`src/core/essr_pkg.sv`:
```
// package: constants and carrier types of the eighteen stage shift register
// Functional notes
// - four sections, two of four and two of five stages, one shared clock
// - each four-stage section has its own serial input, output from last stage
// - each five-stage section has its own input, outputs from stages four and five
// - while hold_shift is low, on each falling shift clock edge the first stage takes the serial input
// - on that same edge every stage takes its predecessor's old value
// - sections chain externally, last output to next input, up to eighteen bits
package essr_pkg;

    localparam int SHORT_LEN   = 4;
    localparam int LONG_LEN    = 5;
    localparam int TOTAL_LEN   = 2 * SHORT_LEN + 2 * LONG_LEN;
    localparam int TAP_STAGE   = 3;
    localparam int SECTIONS    = 4;
    localparam int FIFO_DEPTH  = 8;
    localparam logic CLK_IDLE  = 1'h0;

    // one sample of the four serial inputs, taken at a falling shift edge
    typedef struct packed {
        logic serial_in_section_a;
        logic serial_in_section_b;
        logic serial_in_section_c;
        logic serial_in_section_d;
    } essr_ser_s;

    typedef struct packed {
        logic last_stage_out_a;
        logic last_stage_out_b;
        logic fourth_stage_out_c;
        logic fifth_stage_out_c;
        logic fourth_stage_out_d;
        logic fifth_stage_out_d;
    } essr_out_s;

endpackage

```
`src/core/essr_fifo.sv`:
```
// file: parameterised valid/ready fifo used in the shift data path
`timescale 1ns/1ps
`default_nettype none

module essr_fifo #(
    parameter int WIDTH = 4,
    parameter int DEPTH = 8
) (
    input  wire logic             clock,
    input  wire logic             reset,
    input  wire logic             in_valid,
    output logic                  in_ready,
    input  wire logic [WIDTH-1:0] in_data,
    output logic                  out_valid,
    input  wire logic             out_ready,
    output logic      [WIDTH-1:0] out_data
);

    localparam int AW = $clog2(DEPTH);

    logic [WIDTH-1:0] mem [DEPTH];
    logic [AW:0]      wr_ptr;
    logic [AW:0]      rd_ptr;
    logic [AW:0]      next_wr_ptr;
    logic [AW:0]      next_rd_ptr;
    logic             push;
    logic             pop;
    logic             full;
    logic             empty;

    always_comb begin
        full        = (wr_ptr[AW] != rd_ptr[AW]) &&
                      (wr_ptr[AW-1:0] == rd_ptr[AW-1:0]);
        empty       = (wr_ptr == rd_ptr);
        in_ready    = !full;
        out_valid   = !empty;
        out_data    = mem[rd_ptr[AW-1:0]];
        push        = in_valid && !full;
        pop         = out_ready && !empty;
        next_wr_ptr = push ? wr_ptr + 1'b1 : wr_ptr;
        next_rd_ptr = pop ? rd_ptr + 1'b1 : rd_ptr;
    end

    always_ff @(posedge clock) begin
        if (reset) begin
            wr_ptr <= '0;
            rd_ptr <= '0;
        end else begin
            wr_ptr <= next_wr_ptr;
            rd_ptr <= next_rd_ptr;
        end
    end

    // storage is data only and needs no reset
    always_ff @(posedge clock) begin
        if (push) begin
            mem[wr_ptr[AW-1:0]] <= in_data;
        end
    end

endmodule // essr_fifo
`default_nettype wire

```
`src/core/essr_top.sv`:
```
// file: eighteen stage serial shift register in four sections
`timescale 1ns/1ps
`default_nettype none

module essr_top (
    input  wire logic               clock,
    input  wire logic               reset,
    input  wire logic               shift_clock_in,
    input  wire essr_pkg::essr_ser_s serial_in,
    input  wire logic               hold_shift,
    output logic                    shift_ready,
    output essr_pkg::essr_out_s     stage_out
);
    import essr_pkg::*;

    logic                 prev_clk;
    logic                 next_prev_clk;
    logic                 fall;
    logic                 word_valid;
    logic                 word_ready;
    logic [SECTIONS-1:0]  word_bits;
    essr_ser_s            word;
    logic                 step;
    logic [4:0]           fill_count;
    logic [4:0]           next_fill_count;

    logic [SHORT_LEN-1:0] sec_a;
    logic [SHORT_LEN-1:0] sec_b;
    logic [LONG_LEN-1:0]  sec_c;
    logic [LONG_LEN-1:0]  sec_d;
    logic [SHORT_LEN-1:0] next_sec_a;
    logic [SHORT_LEN-1:0] next_sec_b;
    logic [LONG_LEN-1:0]  next_sec_c;
    logic [LONG_LEN-1:0]  next_sec_d;

    // falling edge of the shift clock, seen in the system clock
    always_comb begin
        next_prev_clk = shift_clock_in;
        fall          = prev_clk && !shift_clock_in;
    end

    always_ff @(posedge clock) begin
        if (reset) begin
            prev_clk <= CLK_IDLE;
        end else begin
            prev_clk <= next_prev_clk;
        end
    end

    // each falling edge queues one sample of all four inputs together; an edge that arrives while the queue is full is dropped
    essr_fifo #(
        .WIDTH (SECTIONS),
        .DEPTH (FIFO_DEPTH)
    ) u_fifo (
        .clock     (clock),
        .reset     (reset),
        .in_valid  (fall),
        .in_ready  (shift_ready),
        .in_data   (serial_in),
        .out_valid (word_valid),
        .out_ready (word_ready),
        .out_data  (word_bits)
    );

    always_comb begin
        word       = essr_ser_s'(word_bits);
        word_ready = !hold_shift;
        step       = word_valid && word_ready;
    end

    // stage 0 is the first stage; contents move toward higher indices
    function automatic logic [SHORT_LEN-1:0] shift_short(
        input logic [SHORT_LEN-1:0] stages,
        input logic                 data_in
    );
        return {stages[SHORT_LEN-2:0], data_in};
    endfunction

    function automatic logic [LONG_LEN-1:0] shift_long(
        input logic [LONG_LEN-1:0] stages,
        input logic                data_in
    );
        return {stages[LONG_LEN-2:0], data_in};
    endfunction

    // four-stage sections
    always_comb begin
        next_sec_a = sec_a;
        next_sec_b = sec_b;
        if (step) begin
            next_sec_a = shift_short(sec_a, word.serial_in_section_a);
            next_sec_b = shift_short(sec_b, word.serial_in_section_b);
        end
    end

    // the stages have no reset: contents hold until shifted in
    always_ff @(posedge clock) begin
        sec_a <= next_sec_a;
        sec_b <= next_sec_b;
    end

    // five-stage sections
    always_comb begin
        next_sec_c = sec_c;
        next_sec_d = sec_d;
        if (step) begin
            next_sec_c = shift_long(sec_c, word.serial_in_section_c);
            next_sec_d = shift_long(sec_d, word.serial_in_section_d);
        end
    end

    always_ff @(posedge clock) begin
        sec_c <= next_sec_c;
        sec_d <= next_sec_d;
    end

    // applied shifts since reset, saturating at the full chained length
    always_comb begin
        next_fill_count = fill_count;
        if (step && fill_count < 5'(TOTAL_LEN)) begin
            next_fill_count = fill_count + 5'h01;
        end
    end

    always_ff @(posedge clock) begin
        if (reset) begin
            fill_count <= 5'h00;
        end else begin
            fill_count <= next_fill_count;
        end
    end

    always_comb begin
        stage_out.last_stage_out_a   = sec_a[SHORT_LEN-1];
        stage_out.last_stage_out_b   = sec_b[SHORT_LEN-1];
        stage_out.fourth_stage_out_c = sec_c[TAP_STAGE];
        stage_out.fifth_stage_out_c  = sec_c[LONG_LEN-1];
        stage_out.fourth_stage_out_d = sec_d[TAP_STAGE];
        stage_out.fifth_stage_out_d  = sec_d[LONG_LEN-1];
    end
endmodule // essr_top
`default_nettype wire

```
`config.mk`:
```
export PLATFORM = sky130hd
export DESIGN_NAME = essr_top
export DESIGN_NICKNAME = d
export VERILOG_FILES = /design/src/core/essr_pkg.sv /design/src/core/essr_fifo.sv /design/src/core/essr_top.sv
export SDC_FILE = /design/constraint.sdc
export NUM_CORES = 1
export LEC_CHECK = 0
export ABC_AREA = 1
export BUFFER_PORTS_ARGS = -buffer_cell sky130_fd_sc_hd__buf_2
export CORE_ASPECT_RATIO = 0.8
export CORE_MARGIN = 3
export CORE_UTILIZATION = 53
export CTS_CLUSTER_DIAMETER = 120
export DETAILED_ROUTE_END_ITERATION = 12
export PLACE_DENSITY_LB_ADDON = 0.25
export REMOVE_ABC_BUFFERS = 1
export SLEW_MARGIN = 20
export SYNTH_ARGS = -nofsm -noshare
export SYNTH_HDL_FRONTEND = slang
export SYNTH_SLANG_ARGS = --single-unit
```
`constraint.sdc`:
```
create_clock -name clock -period 2.2 [get_ports clock]
set_input_delay 0 -clock clock [delete_from_list [all_inputs] [get_ports clock]]
set_output_delay 0 -clock clock [all_outputs]
set_load 0.02 [all_outputs]
```
* Word-level counts from Yosys, hierarchy flattened
Memories as Yosys holds them, arrays and structs flattened. A register that Yosys moved wholly into a read port is not among the register bits. Cells that the tools add are included.
Cells by class: reduce and logical (&&, ||, !) cells 8, $add $sub $neg 2, muxes and demuxes 2, equal/unequal tests 3
Operators by type and width (count):
- $add 4x1->4 const B | 2
- $eq 4x4->1 | 1
- $logic_and 1x1->1 | 4
- $logic_not 1->1 | 4
- $eq 3x3->1 | 1
- $mux 1 | 2
- $ne 1x1->1 | 1
Storage, ports and cells: bits in registers 27, bits of input ports 8, output and inout port bits 7, word-level logic and storage cells 23, bits in writable memories 32, memories 1
Memories:
- u_fifo.mem | words 8, width 4, rd ports 1, clocked after memory_dff 1, write ports 1, RTL line essr_fifo.sv:21 | logic [WIDTH-1:0] mem [DEPTH];

* Logic depth before layout (Yosys ltp)
depth after elaboration 6, mapped depth 9, gate-level depth less buffers 8

* Cells and area by module
A second synthesis with hierarchy kept.
Second synthesis, totals: cell total of the unflattened synthesis 233, area total of the unflattened synthesis 2565.0 µm²
By module, submodules not included:
- essr_fifo | cells each 201, seq. area each 1181.1 µm², times used 1, area an instance 1930.6 µm²
- essr_top | cells each 32, seq. area each 560.5 µm², times used 1, area an instance 634.4 µm²

* Worst setup path after synthesis
No wires, ideal clock.
path kind register -> register, start point register u_fifo.wr_ptr[0], end point register sec_a[0], read port of u_fifo.mem, enable pin, clock period less this slack 2093 ps, cell stages (with the launch flop) 6, data required time 1801 ps, setup time 399 ps, buffers on the path 0, arrival time 1694 ps, path slack 107 ps, path through dfxtp_1 inv_1 nand2_1 nand2_2 and2_4 a21oi_1
On the way: longest elaborated chain between the ends 3
Ends and longest elaborated chain:
- from (decl) | RTL line essr_fifo.sv:22 | logic [AW:0] wr_ptr;
- from (signal assigned) | RTL line essr_fifo.sv:49 | wr_ptr <= next_wr_ptr;
- $eq 4x4->1 | RTL line essr_fifo.sv:34 | empty = (wr_ptr == rd_ptr);
- $logic_not 1->1 | RTL line essr_fifo.sv:36 | out_valid = !empty;
- $logic_and 1x1->1 | RTL line essr_top.sv:68 | step = word_valid && word_ready;
- net step | RTL line essr_top.sv:23 | logic step;
- to (decl) | RTL line essr_top.sv:27 | logic [SHORT_LEN-1:0] sec_a;
The timed path passes the listed nets, and every way through them passes these cells. A chain may end at the register's enable or synchronous reset.

* Worst setup path after layout
start point register u_fifo.rd_ptr[0], end point memory u_fifo.mem[0][1], enable pin
On the way: longest elaborated chain between the ends 6
Ends and longest elaborated chain:
- from (decl) | RTL line essr_fifo.sv:23 | logic [AW:0] rd_ptr;
- from (signal assigned) | RTL line essr_fifo.sv:50 | rd_ptr <= next_rd_ptr;
- $eq 3x3->1 | RTL line essr_fifo.sv:33 | (wr_ptr[AW-1:0] == rd_ptr[AW-1:0]);
- $logic_and 1x1->1 | RTL line essr_fifo.sv:32 | full = (wr_ptr[AW] != rd_ptr[AW]) &&
- $logic_not 1->1 | RTL line essr_fifo.sv:38 | push = in_valid && !full;
- $logic_and 1x1->1 | RTL line essr_fifo.sv:38
- $mux 1 | RTL line essr_fifo.sv:56 | if (push) begin
- $mux 1 (implied by the code) | RTL line essr_fifo.sv:57 | mem[wr_ptr[AW-1:0]] <= in_data;
- to (decl) | RTL line essr_fifo.sv:21
Every way passes these cells.

==> results.cfg <==
[sta]
grt_setup_unrepaired = no
finalHoldViolCount = 0
finClkSkew_ps = 8.680
worst_pin_slew_ps = 368.3
post-route-period-util_pct = 81.32
fin_crit_ps = 1789
relSlewSlack_pct = 75.36
fmax_ghz = 0.5590
tns_ps = 0
finalWorstSetupSlack_ps = 410.9
maxSlewViolCount = 0
worst_hold_slack_ps = 57.72
setup_viol = 0

[grt]
grt_antenna_before_repair = 0
grt-ovfl-total = 0
grt_usage_pct = 17.90
grt_max_degree = 20
grt_pass1_wl_um = 6748
grt_pass1_vias = 1423

[place]
gp_congestion = 0.9713
placed_area_um2 = 2514
dpl_worst_slack_ps = 449.6
io_buffers = 14
hpwl_um = 2887

[clocking]
clk_latency_ps = 330
ctsHtreeMaxLevel = 3
numCtsBuffers = 9
cts-root-buf = clkbuf_8
path_clk_slew_ps = 60
cts_tree = built
cts_sinks = 59
postCtsSetupRepairBufs = 0
cts_buffer_depth = 2
cts_resized = 0

[route]
dr.pass1.iters = 4
via_count = 1470
viasPerCell = 5.213
drt-initial-drc-count = 162
ant_nets = 0
drc = 0
wirelength_um = 4178
wl_per_cell_um = 14.82

[setup_path]
path_max_fanout = 10
arrival_ps = 1790
start_kind = register
critPathSlowestCell = dfxtp_1
crit_chain = inv_2 -> nand2_1 -> nand2_2 -> nand4_4 -> nand3_1 -> nor2_1
path_class = reg -> reg
end_kind = register
slowest_delay_ps = 470
required_ps = 2200

[final_layout]
num-fill-cells = 329
antennaDiodeCount = 0
syn_to_final_growth_pct = 11.77
drive_gt1_share_pct = 17.78
fin_nets = 231
fin_area_um2 = 2721

[logic_synthesis]
syn_area_um2 = 2435
ys_seq_area_share_pct = 69.06
syn_inst = 198
synth_seq_cells = 59
synth_area_per_cell_um2 = 12.30
yosys_warnings = 0
synth_cell_types = 24

[die]
row_count = 21
core_area_um2 = 4309
die_height_um = 66.63
die-area_um2 = 5449
start_util_pct = 56.50
ioPinCount = 15
dieWidth_um = 81.78

[pwr]
powerDensity_nw_per_um2 = 865.6
power.leakage_nw = 0.9888
ir_drop_v = 0.0005406

[min_path]
min_path_type = in -> reg

[run_status]
status = finished, final reports clean

[job]
cap_violations = 0
-- path summary, 6_finish.rpt --
kind	depth (start not counted)	slack [ps]	from	endpoint
setup / recovery	6	410	u_fifo.rd_ptr[0]	u_fifo.mem[0][1]
hold / removal	4	60	hold_shift	u_fifo.rd_ptr[2]
setup reg to reg	6	410	u_fifo.rd_ptr[0]	u_fifo.mem[0][1]
hold reg to reg	0	420	sec_b[1]	sec_b[2]
-- synth_stat cells --
cell | instances | share of area, %
inv_2 | 2 | 0.31
a21oi_2 | 1 | 0.36
nor3_1 | 1 | 0.21
nand2_2 | 5 | 1.3
dfxtp_1 | 9 | 7.4
a21oi_1 | 8 | 1.6
o22ai_1 | 8 | 2.1
xnor2_2 | 1 | 0.67
buf_4 | 7 | 2.2
inv_1 | 13 | 2.0
nand3_1 | 7 | 1.4
nand2_4 | 1 | 0.46
nand3b_1 | 1 | 0.31
o21ai_0 | 8 | 1.6
nand2_1 | 31 | 4.8
buf_6 | 2 | 0.92
nor2_1 | 28 | 4.3
mux2i_1 | 8 | 3.3
buf_2 | 2 | 0.41
and2_4 | 1 | 0.36
nand4_4 | 1 | 0.87
edfxtp_1 | 50 | 62
nand3_2 | 1 | 0.41
ha_1 | 2 | 1.0
-- state kept, by name (all words and copies together), names as in the netlist --
register / flops
u_fifo.mem: 32
sec_d: 5
u_fifo.rd_ptr: 4
sec_a: 4
u_fifo.wr_ptr: 4
prev_clk: 1
sec_c: 5
sec_b: 4
-- routing by layer --
| metal | GRT usage [%] | up-vias | routed length (µm) | part of all wire (%) |
|---|---|---|---|---|
| li1 | - | 728 | - | - |
| met1 | 22.36 | 692 | 1930 | 46 |
| met2 | 26.21 | 41 | 1899 | 45 |
| met3 | 8.919 | 9 | 263 | 6.3 |
| met4 | 7.676 | 0 | 85 | 2.0 |
| met5 | 0 | - | 0 | 0 |
-- cells in the final DEF (no fill, tap or decap), types with 9 or more instances in the layout --
cell	instances
clkbuf_8	9
buf_2	14
inv_1	13
dfxtp_1	9
nand2_1	31
nor2_1	28
edfxtp_1	50
-- through the flow --
| step | util (%) | instances | total power, W |
|---|---|---|---|
| floorplan | - | 187 | 0.001523 |
| global placement | 58.33 | 261 | 0.001605 |
| detailed placement | 58.33 | 261 | 0.001615 |
| CTS | 63.15 | 282 | 0.002377 |
| global route | 63.15 | 282 | 0.002473 |
| finish | 63.15 | 282 | 0.002356 |
-- final cells by class --
class	instances	area [µm²]	share of cell area [%]
Clock inverter	6	23.77	0.8736
Timing Repair Buffer	23	152.6	5.609
Inverter	15	56.30	2.069
Tap cell	57	71.32	2.621
Sequential cell	59	1682	61.79
Clock buffer	9	123.9	4.552
Multi-Input combinational cell	113	611.8	22.48
-- repair_timing --
item / CTS / global route
hold buffers: 6 / 0
setup endpoints to repair: 0 / 0
endpoints found under the hold margin: 31 / 0
-- worst max-delay path: cells and delay by family (launching register included) --
kind | cells | cell delay [ps]
flops | 1 | 470
simple gates | 5 | 840
buf+inv | 1 | 150
-- kinds of logic (layout without fill, tap and decap cells) --
logic type / after synthesis / count (layout) / share of synthesized area [%]
AND/OR/NAND/NOR: 77 / 77 / 14.44
flip-flops: 59 / 59 / 69.06
buffers and inverters: 26 / 53 / 5.807
AO/OA/AOI/OAI: 25 / 25 / 5.704
multiplexers: 8 / 8 / 3.289
adder cells (fa/ha/maj): 2 / 2 / 1.028
XOR/XNOR: 1 / 1 / 0.6682
-- power by group --
part | internal [W] | switching [W]
registers | 0.00129 | 0.0000274
clock network | 0.000379 | 0.000378
logic | 0.000103 | 0.000178
(Power assumes the default switching activity.)
